--- src/rtl/acmc_pkg.sv ---
package acmc_pkg;

    // Clock and time base
    localparam int CLK_PERIOD_NS  = 40;
    localparam int UNIT_NS        = 100_000_000;
    localparam int UNIT_CYC       = (UNIT_NS + CLK_PERIOD_NS - 1) / CLK_PERIOD_NS;
    localparam int UNITS_PER_SEC  = 10;

    // Widths
    localparam int PH_W   = 5;
    localparam int SEC_W  = 5;
    localparam int GAP_W  = 6;
    localparam int SW_W   = 3;
    localparam int FIN_W  = 4;
    localparam int PR_W   = 2;

    // Timing in seconds and units
    localparam int REG_TIMEOUT_S = 15;
    localparam int ENR_TIMEOUT_S = 20;
    localparam int GAP_S         = 5;
    localparam logic [SEC_W-1:0] REG_TIMEOUT = SEC_W'(REG_TIMEOUT_S);
    localparam logic [SEC_W-1:0] ENR_TIMEOUT = SEC_W'(ENR_TIMEOUT_S);
    localparam logic [GAP_W-1:0] GAP_UNITS   = GAP_W'(GAP_S * UNITS_PER_SEC);
    localparam logic [PH_W-1:0]  IND_UNITS   = PH_W'(UNITS_PER_SEC);
    localparam logic [PH_W-1:0]  PER2_UNITS  = PH_W'(2 * UNITS_PER_SEC);
    localparam logic [PH_W-1:0]  PER3_UNITS  = PH_W'(3 * UNITS_PER_SEC);

    // Pattern defaults, in units of 100 ms
    localparam logic [PH_W-1:0] LED_ON_DEF     = PH_W'(2);
    localparam logic [PH_W-1:0] LONG_BEEP_DEF  = PH_W'(5);
    localparam logic [PH_W-1:0] SHORT_BEEP_DEF = PH_W'(1);
    localparam logic [PH_W-1:0] SECOND_DEF     = PH_W'(4);

    // Counts
    localparam logic [FIN_W-1:0] MAX_FINGERS    = FIN_W'(10);
    localparam logic [PR_W-1:0]  LAST_PRESS     = PR_W'(2);
    localparam logic [SW_W-1:0]  ENROLL_SWIPES  = SW_W'(1);
    localparam logic [SW_W-1:0]  DELETE_SWIPES  = SW_W'(5);
    localparam logic [SW_W-1:0]  SWIPE_SAT      = '1;
    localparam logic [SEC_W-1:0] SEC_SAT        = '1;
    localparam int               UID_W_DEF      = 12;

    typedef enum logic [1:0] {
        MODE_REGISTER,
        MODE_VERIFY,
        MODE_ENROLL,
        MODE_DELETE
    } acmc_mode_type;

    // One-cycle credential events from the reader and sensor front end
    typedef struct packed {
        logic admin_card;
        logic user_card;
        logic finger_press;
        logic result_ok;
    } acmc_event_type;

    // One-cycle commands back to storage and door logic
    typedef struct packed {
        logic admin_store;
        logic enroll_card;
        logic enroll_finger;
        logic delete_user;
        logic unlock;
    } acmc_cmd_type;

endpackage : acmc_pkg

--- src/rtl/acmc_ctrl.sv ---
`timescale 1ns/1ps
// Functional notes
// - One admin card; no local ops without it
// - Unregistered at power-up enters card registration
// - Registration success: green, long beep, verify
// - Registration offered again only after reset
// - Registration mode times out after 15 s
// - Verify: green blink every 2 s, silent
// - One admin swipe enters enrollment
// - Five admin swipes enter deletion
// - Series gaps must stay below 5 s
// - Enrollment allocates new id; double blink, beeps
// - One user per session: one card, ten fingers
// - Three presses or one card; ok/fail indication
// - Reject duplicate or poor-quality enrollment
// - Stay enrolling the same user after attempts
// - Admin swipe ends enrollment to verify
// - Enrollment exits after 20 s idle or full
// - Deletion: red double blink, two short beeps
// - Deletion result indicated; stay in deletion
// - Admin swipe ends deletion to verify
// - Deleting any credential removes whole user
// - Admin card never unlocks; user card or fingerprint does
// - General failure tone selectable: two short beeps
module acmc_ctrl #(
    parameter int                          UNIT_CYC      = acmc_pkg::UNIT_CYC,
    parameter logic [acmc_pkg::PH_W-1:0]   LED_ON_UNITS  = acmc_pkg::LED_ON_DEF,
    parameter logic [acmc_pkg::PH_W-1:0]   LONG_UNITS    = acmc_pkg::LONG_BEEP_DEF,
    parameter logic [acmc_pkg::PH_W-1:0]   SHORT_UNITS   = acmc_pkg::SHORT_BEEP_DEF,
    parameter logic [acmc_pkg::PH_W-1:0]   SECOND_UNITS  = acmc_pkg::SECOND_DEF,
    parameter int                          UID_W         = acmc_pkg::UID_W_DEF
) (
    // Clock and reset
    input  wire logic                    ref_clk_i,
    input  wire logic                    srst_i,
    // Front end events and options
    input  wire acmc_pkg::acmc_event_type ev_i,
    input  wire logic                    fail_tone_sel_i,
    // Indicators
    output logic                         green_led_o,
    output logic                         red_led_o,
    output logic                         buzzer_o,
    // Commands and status
    output acmc_pkg::acmc_cmd_type       cmd_o,
    output logic [UID_W-1:0]             uid_o,
    output acmc_pkg::acmc_mode_type      mode_o,
    output logic                         admin_registered_o
);

    function automatic logic in_win(input logic [acmc_pkg::PH_W-1:0] ph,
                                    input logic [acmc_pkg::PH_W-1:0] start,
                                    input logic [acmc_pkg::PH_W-1:0] len);
        in_win = (ph >= start) && ({1'b0, ph} < {1'b0, start} + {1'b0, len});
    endfunction : in_win

    logic                            unit_tick;
    logic                            sec_tick;
    acmc_pkg::acmc_mode_type         mode_r;
    acmc_pkg::acmc_mode_type         mode_nxt;
    logic                            admin_reg_r;
    logic                            ind_r;
    logic                            ind_ok_r;
    logic [acmc_pkg::PH_W-1:0]       ind_cnt_r;
    logic [acmc_pkg::PH_W-1:0]       phase_r;
    logic [acmc_pkg::SEC_W-1:0]      idle_s_r;
    logic [acmc_pkg::GAP_W-1:0]      gap_r;
    logic [acmc_pkg::SW_W-1:0]       swipes_r;
    logic                            series_r;
    logic [UID_W-1:0]                uid_r;
    logic                            card_cnt_r;
    logic [acmc_pkg::FIN_W-1:0]      fin_cnt_r;
    logic [acmc_pkg::PR_W-1:0]       press_r;

    acmc_tick #(
        .UNIT_CYC (UNIT_CYC)
    ) i_acmc_tick (
        .ref_clk_i   (ref_clk_i),
        .srst_i      (srst_i),
        .unit_tick_o (unit_tick),
        .sec_tick_o  (sec_tick)
    );

    // Event decode
    wire in_reg    = (mode_r == acmc_pkg::MODE_REGISTER);
    wire in_ver    = (mode_r == acmc_pkg::MODE_VERIFY);
    wire in_enr    = (mode_r == acmc_pkg::MODE_ENROLL);
    wire in_del    = (mode_r == acmc_pkg::MODE_DELETE);
    wire ok        = ev_i.result_ok;
    wire ev_admin  = ev_i.admin_card && admin_reg_r;
    wire ev_cred   = ev_i.user_card || ev_i.finger_press;
    wire any_ev    = ev_i.admin_card || ev_cred;

    wire reg_done  = in_reg && ev_i.user_card;
    wire reg_ok    = reg_done && ok && !admin_reg_r;
    wire ver_done  = in_ver && ev_cred;
    wire unlock    = ver_done && ok;
    wire last_pr   = (press_r == acmc_pkg::LAST_PRESS);
    wire enr_card  = in_enr && ev_i.user_card;
    wire enr_fing  = in_enr && ev_i.finger_press && last_pr;
    wire card_ok   = enr_card && ok && !card_cnt_r;
    wire fing_ok   = enr_fing && ok && (fin_cnt_r < acmc_pkg::MAX_FINGERS);
    wire enr_ok    = card_ok || fing_ok;
    wire del_done  = in_del && ev_cred;
    wire del_ok    = del_done && ok;
    wire ind_start = reg_done || ver_done || enr_card || enr_fing || del_done;
    wire ind_res   = reg_ok || unlock || enr_ok || del_ok;

    wire card_full = card_cnt_r || card_ok;
    wire fin_full  = (fin_cnt_r == acmc_pkg::MAX_FINGERS) ||
                     (fing_ok && (fin_cnt_r == acmc_pkg::MAX_FINGERS - 1'b1));
    wire enr_full  = card_full && fin_full;
    wire resolve   = in_ver && series_r && (gap_r == acmc_pkg::GAP_UNITS) && !ev_admin;

    // Mode selection
    always_comb begin
        mode_nxt = mode_r;
        unique case (mode_r)
            acmc_pkg::MODE_REGISTER: begin
                if (reg_ok || (idle_s_r >= acmc_pkg::REG_TIMEOUT && !any_ev)) begin
                    mode_nxt = acmc_pkg::MODE_VERIFY;
                end
            end
            acmc_pkg::MODE_VERIFY: begin
                if (resolve && swipes_r == acmc_pkg::ENROLL_SWIPES) begin
                    mode_nxt = acmc_pkg::MODE_ENROLL;
                end else if (resolve && swipes_r == acmc_pkg::DELETE_SWIPES) begin
                    mode_nxt = acmc_pkg::MODE_DELETE;
                end
            end
            acmc_pkg::MODE_ENROLL: begin
                if (ev_admin || enr_full || (idle_s_r >= acmc_pkg::ENR_TIMEOUT && !any_ev)) begin
                    mode_nxt = acmc_pkg::MODE_VERIFY;
                end
            end
            acmc_pkg::MODE_DELETE: begin
                if (ev_admin) begin
                    mode_nxt = acmc_pkg::MODE_VERIFY;
                end
            end
        endcase
    end

    wire mode_chg  = (mode_nxt != mode_r);
    wire enr_enter = mode_chg && (mode_nxt == acmc_pkg::MODE_ENROLL);

    // Mode, idle timer and admin flag
    always_ff @(posedge ref_clk_i) begin
        if (srst_i) begin
            mode_r      <= acmc_pkg::MODE_REGISTER;
            admin_reg_r <= 1'b0;
            idle_s_r    <= '0;
        end else begin
            mode_r      <= mode_nxt;
            admin_reg_r <= admin_reg_r || reg_ok;
            idle_s_r    <= (any_ev || mode_chg) ? '0 :
                           (sec_tick && idle_s_r != acmc_pkg::SEC_SAT) ? idle_s_r + 1'b1 : idle_s_r;
        end
    end

    // Admin swipe series
    always_ff @(posedge ref_clk_i) begin
        if (srst_i) begin
            series_r <= 1'b0;
            swipes_r <= '0;
            gap_r    <= '0;
        end else if (in_ver && ev_admin) begin
            series_r <= 1'b1;
            swipes_r <= (swipes_r == acmc_pkg::SWIPE_SAT) ? swipes_r : swipes_r + 1'b1;
            gap_r    <= '0;
        end else if (!in_ver || resolve) begin
            series_r <= 1'b0;
            swipes_r <= '0;
            gap_r    <= '0;
        end else if (series_r && unit_tick) begin
            gap_r    <= gap_r + 1'b1;
        end
    end

    // Enrollment session bookkeeping
    always_ff @(posedge ref_clk_i) begin
        if (srst_i) begin
            uid_r      <= '0;
            card_cnt_r <= 1'b0;
            fin_cnt_r  <= '0;
            press_r    <= '0;
        end else if (enr_enter) begin
            uid_r      <= uid_r + 1'b1;
            card_cnt_r <= 1'b0;
            fin_cnt_r  <= '0;
            press_r    <= '0;
        end else begin
            card_cnt_r <= card_cnt_r || card_ok;
            fin_cnt_r  <= fing_ok ? fin_cnt_r + 1'b1 : fin_cnt_r;
            if (in_enr && ev_i.finger_press) begin
                press_r <= last_pr ? '0 : press_r + 1'b1;
            end
        end
    end

    // Pattern period per mode
    wire [acmc_pkg::PH_W-1:0] period = in_ver ? acmc_pkg::PER2_UNITS : acmc_pkg::PER3_UNITS;

    // One-second indication and pattern phase
    always_ff @(posedge ref_clk_i) begin
        if (srst_i) begin
            ind_r     <= 1'b0;
            ind_ok_r  <= 1'b0;
            ind_cnt_r <= '0;
            phase_r   <= '0;
        end else begin
            if (ind_start) begin
                ind_r     <= 1'b1;
                ind_ok_r  <= ind_res;
                ind_cnt_r <= '0;
            end else if (ind_r && unit_tick) begin
                ind_r     <= (ind_cnt_r != acmc_pkg::IND_UNITS - 1'b1);
                ind_cnt_r <= ind_cnt_r + 1'b1;
            end
            if (ind_r || ind_start || mode_chg) begin
                phase_r <= '0;
            end else if (unit_tick) begin
                phase_r <= (phase_r == period - 1'b1) ? '0 : phase_r + 1'b1;
            end
        end
    end

    // Pattern decode
    wire blink1  = in_win(phase_r, '0, LED_ON_UNITS);
    wire blink2  = blink1 || in_win(phase_r, SECOND_UNITS, LED_ON_UNITS);
    wire short2  = in_win(phase_r, '0, SHORT_UNITS) || in_win(phase_r, SECOND_UNITS, SHORT_UNITS);
    wire pat_grn = ((in_reg || in_ver) && blink1) || (in_enr && blink2);
    wire pat_red = in_del && blink2;
    wire pat_bz  = (in_reg && in_win(phase_r, '0, LONG_UNITS)) || ((in_enr || in_del) && short2);
    wire ind_two = !ind_ok_r && fail_tone_sel_i;
    wire ind_bz  = ind_two ? (in_win(ind_cnt_r, '0, SHORT_UNITS) ||
                              in_win(ind_cnt_r, SECOND_UNITS, SHORT_UNITS))
                           : in_win(ind_cnt_r, '0, LONG_UNITS);

    // Registered outputs
    always_ff @(posedge ref_clk_i) begin
        if (srst_i) begin
            green_led_o        <= 1'b0;
            red_led_o          <= 1'b0;
            buzzer_o           <= 1'b0;
            cmd_o              <= '0;
            uid_o              <= '0;
            mode_o             <= acmc_pkg::MODE_REGISTER;
            admin_registered_o <= 1'b0;
        end else begin
            green_led_o        <= ind_r ? ind_ok_r : pat_grn;
            red_led_o          <= ind_r ? !ind_ok_r : pat_red;
            buzzer_o           <= ind_r ? ind_bz : pat_bz;
            cmd_o.admin_store  <= reg_ok;
            cmd_o.enroll_card  <= card_ok;
            cmd_o.enroll_finger <= fing_ok;
            cmd_o.delete_user  <= del_ok;
            cmd_o.unlock       <= unlock;
            uid_o              <= uid_r;
            mode_o             <= mode_r;
            admin_registered_o <= admin_reg_r;
        end
    end
endmodule : acmc_ctrl

--- src/rtl/acmc_tick.sv ---
`timescale 1ns/1ps
module acmc_tick #(
    parameter int UNIT_CYC = acmc_pkg::UNIT_CYC
) (
    // Clock and reset
    input  wire logic ref_clk_i,
    input  wire logic srst_i,
    // Ticks
    output logic      unit_tick_o,
    output logic      sec_tick_o
);
    localparam int CW = $clog2(UNIT_CYC);
    localparam logic [CW-1:0] CYC_LAST = CW'(UNIT_CYC - 1);
    localparam logic [3:0]    SUB_LAST = 4'(acmc_pkg::UNITS_PER_SEC - 1);

    logic [CW-1:0] cyc_r;
    logic [3:0]    sub_r;
    wire           cyc_wrap = (cyc_r == CYC_LAST);
    wire           sub_wrap = cyc_wrap && (sub_r == SUB_LAST);

    // Unit and one-second timebase
    always_ff @(posedge ref_clk_i) begin
        if (srst_i) begin
            cyc_r       <= '0;
            sub_r       <= '0;
            unit_tick_o <= 1'b0;
            sec_tick_o  <= 1'b0;
        end else begin
            cyc_r       <= cyc_wrap ? '0 : cyc_r + 1'b1;
            sub_r       <= sub_wrap ? '0 : (cyc_wrap ? sub_r + 1'b1 : sub_r);
            unit_tick_o <= cyc_wrap;
            sec_tick_o  <= sub_wrap;
        end
    end

endmodule : acmc_tick

--- config.mk ---
export PLATFORM = sky130hd
export DESIGN_NAME = acmc_ctrl
export DESIGN_NICKNAME = d
export VERILOG_FILES = /design/src/rtl/acmc_pkg.sv /design/src/rtl/acmc_ctrl.sv /design/src/rtl/acmc_tick.sv
export SDC_FILE = /design/constraint.sdc
export NUM_CORES = 1
export LEC_CHECK = 0
export ABC_CLOCK_PERIOD_IN_PS = 2230
export BUFFER_PORTS_ARGS = -buffer_cell sky130_fd_sc_hd__buf_4
export CORE_ASPECT_RATIO = 0.9
export CORE_MARGIN = 8
export CORE_UTILIZATION = 54
export DETAILED_ROUTE_END_ITERATION = 16
export PLACE_DENSITY = 0.72
export REMOVE_ABC_BUFFERS = 1
export SYNTH_ARGS = -nofsm -noshare
export SYNTH_HDL_FRONTEND = slang
export SYNTH_SLANG_ARGS = --single-unit
--- constraint.sdc ---
create_clock -name ref_clk_i -period 2.23 [get_ports ref_clk_i]
set_input_delay 0.446 -clock ref_clk_i [delete_from_list [all_inputs] [get_ports ref_clk_i]]
set_output_delay 0.446 -clock ref_clk_i [all_outputs]
set_load 0.05 [all_outputs]
==> key figures, run 1 <==
Clock network
  – Clock Sinks: 100
  – Clock Pin Slew Worst Setup and Hold Paths: approximately 0.1 ns
  – Clock Latency Late Sink: ~0.36 ns
  – Post-CTS sizing: 0
  – Post-CTS setup buffer count: 0
  – TritonCTS clock tree: yes
  – TritonCTS buffer count: 9
  – CTS Buffer Depth: 2
  – Root Buffer: clkbuf_8
  – Hold-fix buffers, CTS: 0
  – H-tree depth: 3

Placed design
  – IO buf count: 29
  – Placement Setup Slack: ~0.045 ns
  – Placed Area: ~0.005 mm2
  – Post-DP HPWL: 7170 um
  – Number of instances in the placed design: 648
  – Placer Congestion: roughly 0.85

Synthesis
  – Number of flops mapped to enable cells by yosys: 0
  – Synthesis Warnings: 0
  – Post-synthesis async set-or-reset flop share: 0%
  – Post-synth top cells: dfxtp_1, nor2_1, a21oi_1, inv_1, nand2_1
  – Post-Synthesis Cells: between 500 and 600
  – Seq/Total Area, Yosys: 43.1%
  – Avg Synthesized Cell Area: about 9.1 um2
  – Top cell type's share of synthesized area: 43.1%
  – Synth Register Bits: 100
  – Synth Cell Area: approximately 0.0046 mm2
  – Synth area leaders: dfxtp_1, ha_1, nor2_1, xnor2_1, a21oi_1
  – Distinct cells, synth: 62
  – Synth Flop Type: dfxtp_1
  – Area leader, netlist: dfxtp_1
  – Top-count cell post-synth: dfxtp_1

Critical path
  – Worst EP arrival: between 2 and 2.5 ns
  – R2R Setup Slk: around 0.15 ns
  – Worst Path Max Fanout: 14
  – Worst EP required: around 2.5 ns
  – FF-to-FF path depth: 4
  – CP Class: register to register
  – Worst path cell trace: and3b_1 > and3_1 > a211o_1 > a2111oi_0
  – Max incr delay on CP: ~0.50 ns
  – Reg2reg start: mode_r[1]$_SDFF_PP0_
  – RR Endpoint: idle_s_r[2]$_SDFFE_PP0P_
  – Critical Path End Type: register
  – Crit-path slowest cell: a2111oi_0
  – Worst setup SP type: register

Global route
  – Global-route wire length before repair: around 17000 um
  – GRT Overall Usage: between 15 and 20%
  – GR Overflow Total: 0
  – Largest net degree at the start of global routing: 35
  – Vias in the first global route: between 3000 and 4000
  – Initial antenna violation count: 0

Floorplanning
  – Die height: ~100 um
  – Die width: 114 um
  – Die footprint: roughly 0.012 mm2
  – IO Count: 30
  – Row count: 32
  – Core ar.: between 0.008 and 0.009 mm2
  – Initial Util: 55.0%

Timing
  – Max Slew Vio Count: 0
  – Final period utilization: a little over 90%
  – Hold WS: 0.402 ns
  – Post-route setup slack: approximately 0.15 ns
  – Min cycle time layout: 2.08 ns
  – Final hold vios: 0
  – Slew margin rel.: 53.3%
  – Peak Freq: around 480 MHz
  – Final Skew: approximately 0.010 ns
  – Final setup violation count: 0
  – RSZ-0062 raised after global routing: false
  – Slew @ Worst Pin: about 0.7 ns

Detailed routing
  – DR iter-0 viols: about 230
  – Via count: about 3900
  – Via-per-instance ratio: just under 6
  – Total Wirelength: roughly 10000 um
  – DR DRC count: 0
  – DRT Pass-1 Iters: 4
  – Detail Route Antenna Nets: 0
  – Wirelength per Cell: around 15 um

Hold path
  – Worst Hold Path EP: admin_reg_r$_SDFF_PP0_
  – Hold Path Class: primary input to register
  – Hold path cells: 3
  – Hold path start: ev_i[0]

Power
  – Psw: about 760 uW
  – Net Sw Frac: a little under a quarter
  – Lkg Pwr: 1.88 nW
  – Clock power share: slightly below 40%
  – Power density cells: 630 mW/mm2
  – Worst vdd ir: 0.357 mV
  – Pint: roughly 2.5 mW
  – Reg power frac: 55.5%
  – Logic gate share of total power: 5.5%

Cells and area
  – Final cell count without fillers: approximately 660
  – Area Growth Syn to Fin: 12.2%
  – Area occupied by multi-input gates: 0.00245 mm2
  – Fin area: between 0.005 and 0.006 mm2
  – Fin util: 61.7%
  – Ant diodes: 0
  – Nets: between 500 and 600
  – Share of layout cells above drive strength 1: about an eighth
  – Sequential Area: 0.00200 mm2
  – Number of fill cells in the layout: 746

Outcome
  – Outcome: completed

Flow run
  – Max-Cap Viols: 0
## worst max-delay path: cells and delay by family, from the launching register on
kind	cells	cell delay (ns)
AOI/OAI and AO/OA	2	0.95
DFF	1	0.46
and+or+nand+nor	2	0.54
## logic make-up (layout without fill, tap and decap cells)
group	Yosys count	in the layout	synth area share [%]
adders and majority gates	20	20	5.39
DFF	100	100	43.1
AOI/OAI and AO/OA	94	94	13.7
buffers and inverters	48	79	4.18
and+or+nand+nor	210	210	25.5
xor gates and xnor gates	31	31	5.85
muxes	10	10	2.32
## metrics by stage
stage / setup TNS, ns / power (mW)
floorplan: -4.59 / 1.96
global placement: 0 / 2.04
detailed placement: 0 / 2.04
CTS: 0 / 3.32
global route: 0 / 3.40
finish: 0 / 3.28
## how the worst max path moves through the flow
stage	from	to	slack, ns	cells past startpoint
after detailed placement	ev_i[2]	idle_s_r[2]$_SDFFE_PP0P_	0.04	5
after CTS	mode_r[1]$_SDFF_PP0_	idle_s_r[2]$_SDFFE_PP0P_	0.15	4
after global routing	idle_s_r[0]$_SDFFE_PP0P_	idle_s_r[3]$_SDFFE_PP0P_	0.02	6
after global placement	ev_i[2]	idle_s_r[2]$_SDFFE_PP0P_	0.14	5
final	mode_r[1]$_SDFF_PP0_	idle_s_r[2]$_SDFFE_PP0P_	0.15	4
after floorplan	i_acmc_tick.cyc_r[0]$_SDFF_PP0_	i_acmc_tick.cyc_r[10]$_SDFF_PP0_	-0.25	5
## metal layers
layer / part of all wire, % / routed length [um] / track usage [%] / vias to the layer above
met5: 0 / 0 / 0 / -
met4: 2.1 / 204 / 6.75 / 0
met3: 5.2 / 509 / 3.95 / 18
met2: 45 / 4490 / 26.3 / 90
met1: 47 / 4670 / 22.1 / 1831
li1: - / - / - / 1911
## sequential cells by signal, indices dropped and copies added (netlist names), 3 cells and up
register           count
cmd_o                  5
fin_cnt_r              4
gap_r                  6
i_acmc_tick.cyc_r     22
i_acmc_tick.sub_r      4
idle_s_r               5
ind_cnt_r              5
phase_r                5
swipes_r               3
uid_o                 12
uid_r                 12
## cell type report
class	count	share of cell area (%)
inverters	25	1.80
flip-flops and latches	100	38.4
clock buffers	10	2.64
clock inverters	5	1.63
repair buffers	39	5.62
multi-input cells	365	47.0
well taps	119	2.86
## power by group through the flow
stage          combinational, mW  sequential (mW)  clock [mW]
2_1_floorplan             0.0687             1.89           0
3_3_place_gp               0.176             1.86           0
3_5_place_dp               0.179             1.86           0
4_1_cts                    0.179             1.82        1.32
5_1_grt                    0.194             1.82        1.38
6_report                   0.180             1.82        1.28
## placed cells by master, fill, tap and decap left out, types with 6 or more instances in the layout
cell and n:
nor2_1 56, xnor2_1 18, nand4_1 15, o31ai_1 13, or4_1 13, dfxtp_1 100
nor2b_1 13, nand2_1 25, nor4_1 13, buf_4 39, nor3_1 6, and3_1 9
ha_1 20, a211oi_1 13, inv_1 25, o21ai_0 9, a21oi_1 25, nand3_1 21
xor2_1 13, clkbuf_8 10, mux2_2 6
Power figures use the tool's default switching activity.
==> run 2: changes to the inputs <==
--- a/config.mk
+++ b/config.mk
@@ -5,8 +5,9 @@
 export SDC_FILE = /design/constraint.sdc
 export NUM_CORES = 1
 export LEC_CHECK = 0
-export ABC_CLOCK_PERIOD_IN_PS = 2230
+export ABC_CLOCK_PERIOD_IN_PS = 2350
 export BUFFER_PORTS_ARGS = -buffer_cell sky130_fd_sc_hd__buf_4
+export CAP_MARGIN = 30
 export CORE_ASPECT_RATIO = 0.9
 export CORE_MARGIN = 8
 export CORE_UTILIZATION = 54
==> constraint.sdc (replaced) <==
create_clock -name ref_clk_i -period 2.35 [get_ports ref_clk_i]
set_input_delay 0.47 -clock ref_clk_i [delete_from_list [all_inputs] [get_ports ref_clk_i]]
set_output_delay 0.47 -clock ref_clk_i [all_outputs]
set_load 0.05 [all_outputs]
==> run 2 against run 1 <==
Flip-flop and latch count unchanged. Non-clock buffer count decreased by 2. Combinational power decreased by 7%. Critical path depth increased by 1. Sequential share of layout area increased by 0.28 points. Critical endpoint is now uid_r[10]$_SDFFE_PP0P_.
==> key figures, run 2 (synthesis results as in run 1) <==
Outcome
  – Outcome: completed

Global route
  – GRT Overall Usage: around 17%
  – Largest net degree at the start of global routing: 31
  – Global-route wire length before repair: roughly 17000 um
  – Vias in the first global route: approximately 3600
  – GR Overflow Total: 0
  – Initial antenna violation count: 0

Detailed routing
  – DRT Pass-1 Iters: 4
  – Via-per-instance ratio: around 5.7
  – Total Wirelength: slightly below 10000 um
  – Top sig layer: met4
  – Wire length on met3: 456 um
  – DR DRC count: 0
  – WL met1: around 4800 um
  – Met2 WL: around 4500 um
  – Detail Route Antenna Nets: 0
  – Via count: approximately 3800
  – Wirelength per Cell: roughly 15 um
  – DR iter-0 viols: approximately 250

Cells and area
  – Area Growth Syn to Fin: 11.4%
  – Ant diodes: 0
  – Most frequent cells in the layout: dfxtp_1, nor2_1, buf_4
  – Number of fill cells in the layout: 746
  – Commonest non-fill, non-tap cell in the layout: dfxtp_1
  – Nets: 565
  – Top reg by flops: i_acmc_tick.cyc_r
  – Final cell count without fillers: 662
  – Share of layout cells above drive strength 1: 12.7%
  – Regs by FF count: i_acmc_tick.cyc_r: 22 flops, uid_o: 12 flops, uid_r: 12 flops
  – Number of flip-flops in the largest register: 22
  – Fin util: 61.2%

Clock network
  – TritonCTS buffer count: 9
  – H-tree depth: 3
  – Clock Latency Late Sink: ~0.36 ns
  – TritonCTS clock tree: yes
  – Root Buffer: clkbuf_8
  – Clock Sinks: 100
  – CTS Buffer Depth: 2
  – Clock Pin Slew Worst Setup and Hold Paths: ~0.090 ns

Timing
  – Slew margin rel.: between 40 and 50%
  – Final setup violation count: 0
  – Final hold vios: 0
  – Post-route setup slack: about 0.26 ns
  – Min cycle time layout: 2.09 ns
  – Slew @ Worst Pin: between 0.7 and 0.8 ns
  – Peak Freq: around 480 MHz
  – Hold WS: 0.428 ns
  – Final Skew: 0.00538 ns
  – Max Slew Vio Count: 0
  – RSZ-0062 raised after global routing: false
  – Final period utilization: 89.0%
  – Setup_tns: 0 ns

Critical path
  – Worst Path Max Fanout: 15
  – Critical Path End Type: register
  – Worst EP required: 2.65 ns
  – Max incr delay on CP: 0.53 ns
  – Worst setup SP type: register
  – Worst EP arrival: around 2.4 ns
  – Worst path cell trace: nor2b_1 > nand4_1 > buf_4 > or4_1 > a21oi_1
  – CP Class: register to register
  – Top cell family by delay on the critical path: simple AND/OR/NAND/NOR gates
  – Bufs and invs on worst path: 1
  – Crit-path slowest cell: dfxtp_1

Power
  – Pint: about 2.3 mW
  – Lkg Pwr: around 1.9 nW
  – Clock power share: a little over a third
  – Worst vdd ir: between 0.4 and 0.5 mV
  – Net Sw Frac: about 24%
  – Logic gate share of total power: 5.6%
  – Reg power frac: a little under 60%
  – Power density cells: 578 mW/mm2
  – Psw: around 730 uW

Placed design
  – Number of instances in the placed design: 646
  – Placer Congestion: approximately 0.88
  – Placement Setup Slack: 0.160 ns
  – Post-DP HPWL: around 7000 um
  – IO buf count: 29

Floorplanning
  – Die height: around 100 um
  – Die width: roughly 110 um
  – IO Count: 30
  – Core ar.: 0.00845 mm2
  – Die footprint: approximately 0.012 mm2
  – Initial Util: approximately 55%
  – Row count: 32

Hold path
  – Hold Path Class: primary input to register

Flow run
  – Max-Cap Viols: 0
-- run 2: cell count changes in the layout (fill, tap and decap cells not counted), sizes merged --
cell	delta
clkbuf	+1
buf	-2
clkinv	+1
clkinvlp	+1
inv	-1
bufinv	-1
-- run 2: power groups by stage --
| stage | Sequential (mW) | Combinational, mW | Clock (mW) |
|---|---|---|---|
| after floorplan | 1.79 | 0.0652 | 0 |
| after global placement | 1.77 | 0.162 | 0 |
| after detailed placement | 1.77 | 0.166 | 0 |
| after CTS | 1.73 | 0.166 | 1.11 |
| after global routing | 1.73 | 0.182 | 1.18 |
| final | 1.73 | 0.168 | 1.09 |
-- run 2: through the flow --
stage	instance area [um2]	power, mW
CTS	5160	3.01
global route	5170	3.09
global placement	4970	1.93
floorplan	4540	1.86
detailed placement	4970	1.93
finish	5170	2.99
-- run 2: worst paths after layout --
check / from / cells past startpoint / slack, ns / endpoint
setup / recovery: mode_r[0]$_SDFF_PP0_ / 5 / 0.26 / uid_r[10]$_SDFFE_PP0P_
hold / removal: ev_i[0] / 3 / 0.43 / admin_reg_r$_SDFF_PP0_
setup reg to reg: mode_r[0]$_SDFF_PP0_ / 5 / 0.26 / uid_r[10]$_SDFFE_PP0P_
hold reg to reg: card_cnt_r$_SDFF_PP0_ / 1 / 0.47 / cmd_o[3]$_SDFF_PP0_
-- run 2: metal layers --
metal	vias to the layer above	track usage, %
met3	12	4.53
met5	-	0
met4	0	4.47
met1	1797	21.5
met2	66	27.3
li1	1919	-
-- run 2: cell type report --
class | count | area (um2) | share of cell area (%)
Sequential cell | 100 | 2000 | 38.7
Inverter | 25 | 93.8 | 1.81
Multi-Input combinational cell | 365 | 2450 | 47.5
Clock buffer | 11 | 131 | 2.54
Timing Repair Buffer | 37 | 278 | 5.37
Clock inverter | 5 | 62.6 | 1.21
Tap cell | 119 | 149 | 2.88
-- run 2: tightest hold or removal path: stages --
cell	delay (ns)
buf_4	0.12
a31oi_1	0.08
nor2_1	0.09
-- run 2: what timing repair did --
item,4_1_cts,5_1_grt
buffers inserted,0,0
endpoints found under the setup margin,0,3
hold buffers,0,0
endpoints found under the hold margin,0,0
resized for setup,0,4
==> run 3: changes to the inputs <==
--- a/config.mk
+++ b/config.mk
@@ -8,7 +8,6 @@
 export ABC_CLOCK_PERIOD_IN_PS = 2350
 export BUFFER_PORTS_ARGS = -buffer_cell sky130_fd_sc_hd__buf_4
 export CAP_MARGIN = 30
-export CORE_ASPECT_RATIO = 0.9
 export CORE_MARGIN = 8
 export CORE_UTILIZATION = 54
 export DETAILED_ROUTE_END_ITERATION = 16
==> run 3 against run 2 <==
Cell count is 1.8% lower. Highest routed layer unchanged. Via count is 0.34% lower. Worst setup slack better by 0.029 ns. Fmax is 1.4% higher. Clock-buffer cell count stayed put. Global-route usage hardly changed. Clock power is 7% higher. Utilization is 0.42 points lower. Power is 2.3% higher. Die area hardly changed. Register-to-register slack better by 0.03 ns.
==> key figures, run 3 (synthesis results as in run 1) <==
Outcome
  – Outcome: completed

Clock network
  – TritonCTS buffer count: 9
  – Clock Latency Late Sink: 0.36 ns
  – H-tree depth: 3
  – CTS Buffer Depth: 2
  – Root Buffer: clkbuf_8
  – Post-CTS setup buffer count: 0
  – TritonCTS clock tree: yes
  – Post-CTS sizing: 0
  – Hold-fix buffers, CTS: 0
  – Clock Sinks: 100
  – Clock Pin Slew Worst Setup and Hold Paths: roughly 0.10 ns

Cells and area
  – Most frequent cells in the layout: dfxtp_1, nor2_1, buf_4
  – Number of flip-flops in the largest register: 22
  – Final cell count without fillers: 650
  – Share of layout cells above drive strength 1: between 10% and 20%
  – Nets: approximately 560
  – Fin area: ~0.0052 mm2
  – Commonest non-fill, non-tap cell in the layout: dfxtp_1
  – Area Growth Syn to Fin: 11.4%
  – Ant diodes: 0
  – Top reg by flops: i_acmc_tick.cyc_r
  – Regs by FF count: i_acmc_tick.cyc_r: 22 flops, uid_o: 12 flops, uid_r: 12 flops

Detailed routing
  – Detail Route Antenna Nets: 0
  – Total Wirelength: approximately 9400 um
  – DR iter-0 viols: ~210
  – Via-per-instance ratio: 5.82
  – DR DRC count: 0
  – Via count: roughly 3800
  – DRT Pass-1 Iters: 4
  – Wirelength per Cell: around 15 um

Critical path
  – Worst Path Max Fanout: 16
  – CP Class: register to register
  – Reg2reg start: swipes_r[0]$_SDFFE_PP0P_
  – Critical Path End Type: register
  – Worst EP arrival: about 2.4 ns
  – Worst EP required: 2.65 ns
  – Worst setup SP type: register
  – CP Launch Point: swipes_r[0]$_SDFFE_PP0P_

Placed design
  – Post-DP HPWL: a little under 7000 um
  – Number of instances in the placed design: ~630
  – Placer Congestion: 0.796
  – Placed Area: 0.00495 mm2
  – Placement Setup Slack: about 0.15 ns
  – IO buf count: 29

Floorplanning
  – Initial Util: a little over half
  – IO Count: 30
  – Die height: between 100 and 150 um
  – Core ar.: around 0.0085 mm2
  – Row count: 34
  – Die width: 109 um
  – Die footprint: 0.0118 mm2

Global route
  – Global-route wire length before repair: 16700 um
  – Vias in the first global route: 3651
  – GRT Overall Usage: between 10% and 20%
  – GR Overflow Total: 0
  – Largest net degree at the start of global routing: 36
  – Initial antenna violation count: 0

Timing
  – RSZ-0062 raised after global routing: false
  – Peak Freq: around 480 MHz
  – Final setup violation count: 0
  – Final hold vios: 0
  – Final period utilization: around 88%
  – Final Skew: ~0.011 ns
  – Hold WS: around 0.42 ns
  – Min cycle time layout: between 2 and 2.5 ns
  – Max Slew Vio Count: 0
  – Post-route setup slack: 0.287 ns
  – Slew @ Worst Pin: between 0.7 and 0.8 ns
  – Slew margin rel.: 51.9%

Power
  – Lkg Pwr: 1.87 nW
  – Total power: about 3.1 mW
  – Power density cells: 591 mW/mm2
  – Worst vdd ir: between 0.3 and 0.4 mV

Flow run
  – Max-Cap Viols: 0

Hold path
  – Hold Path Class: primary input to register
  – Hold path start: ev_i[0]
## run 3: worst max-delay path, stage by stage (launching register included)
cell,delay [ns]
dfxtp_1,0.39
ha_1,0.24
a21boi_0,0.27
nand4_1,0.20
buf_4,0.25
or4_1,0.50
a21oi_1,0.14
## run 3: final timing paths
check	endpoint	cells after the start	slack (ns)
worst max-delay path	uid_r[10]$_SDFFE_PP0P_	6	0.29
worst min-delay path	admin_reg_r$_SDFF_PP0_	3	0.42
worst max register to register	uid_r[10]$_SDFFE_PP0P_	6	0.29
worst min register to register	cmd_o[3]$_SDFF_PP0_	1	0.47
## run 3: final cells by class
cell class | count | area [um2]
tap | 108 | 135
clock inverter | 5 | 66.3
fill | 752 | 3340
clock buffer | 11 | 151
multi-input combinational | 365 | 2450
timing repair buffer | 36 | 270
inverter | 25 | 93.8
sequential | 100 | 2000
## run 3: layer usage
metal / up-vias / share of wire (%) / track usage [%]
met1: 1788 / 47 / 21.6
met4: 0 / 1.2 / 3.71
met2: 75 / 46 / 27.5
met3: 11 / 5.9 / 5.02
met5: - / 0 / 0
li1: 1907 / - / -
## run 3: metrics by stage
| stage | TNS [ns] | utilization, % |
|---|---|---|
| floorplan | -2.19 | - |
| global placement | 0 | 58.2 |
| detailed placement | 0 | 58.2 |
| CTS | 0 | 60.7 |
| global route | 0 | 60.8 |
| finish | 0 | 60.8 |
## run 3: power breakdown
group          switching, mW  internal [mW]  leakage, nW  total [mW]
sequential            0.0164           1.71        0.808        1.73
clock                  0.600          0.566        0.108        1.17
combinational          0.113         0.0518        0.953       0.165
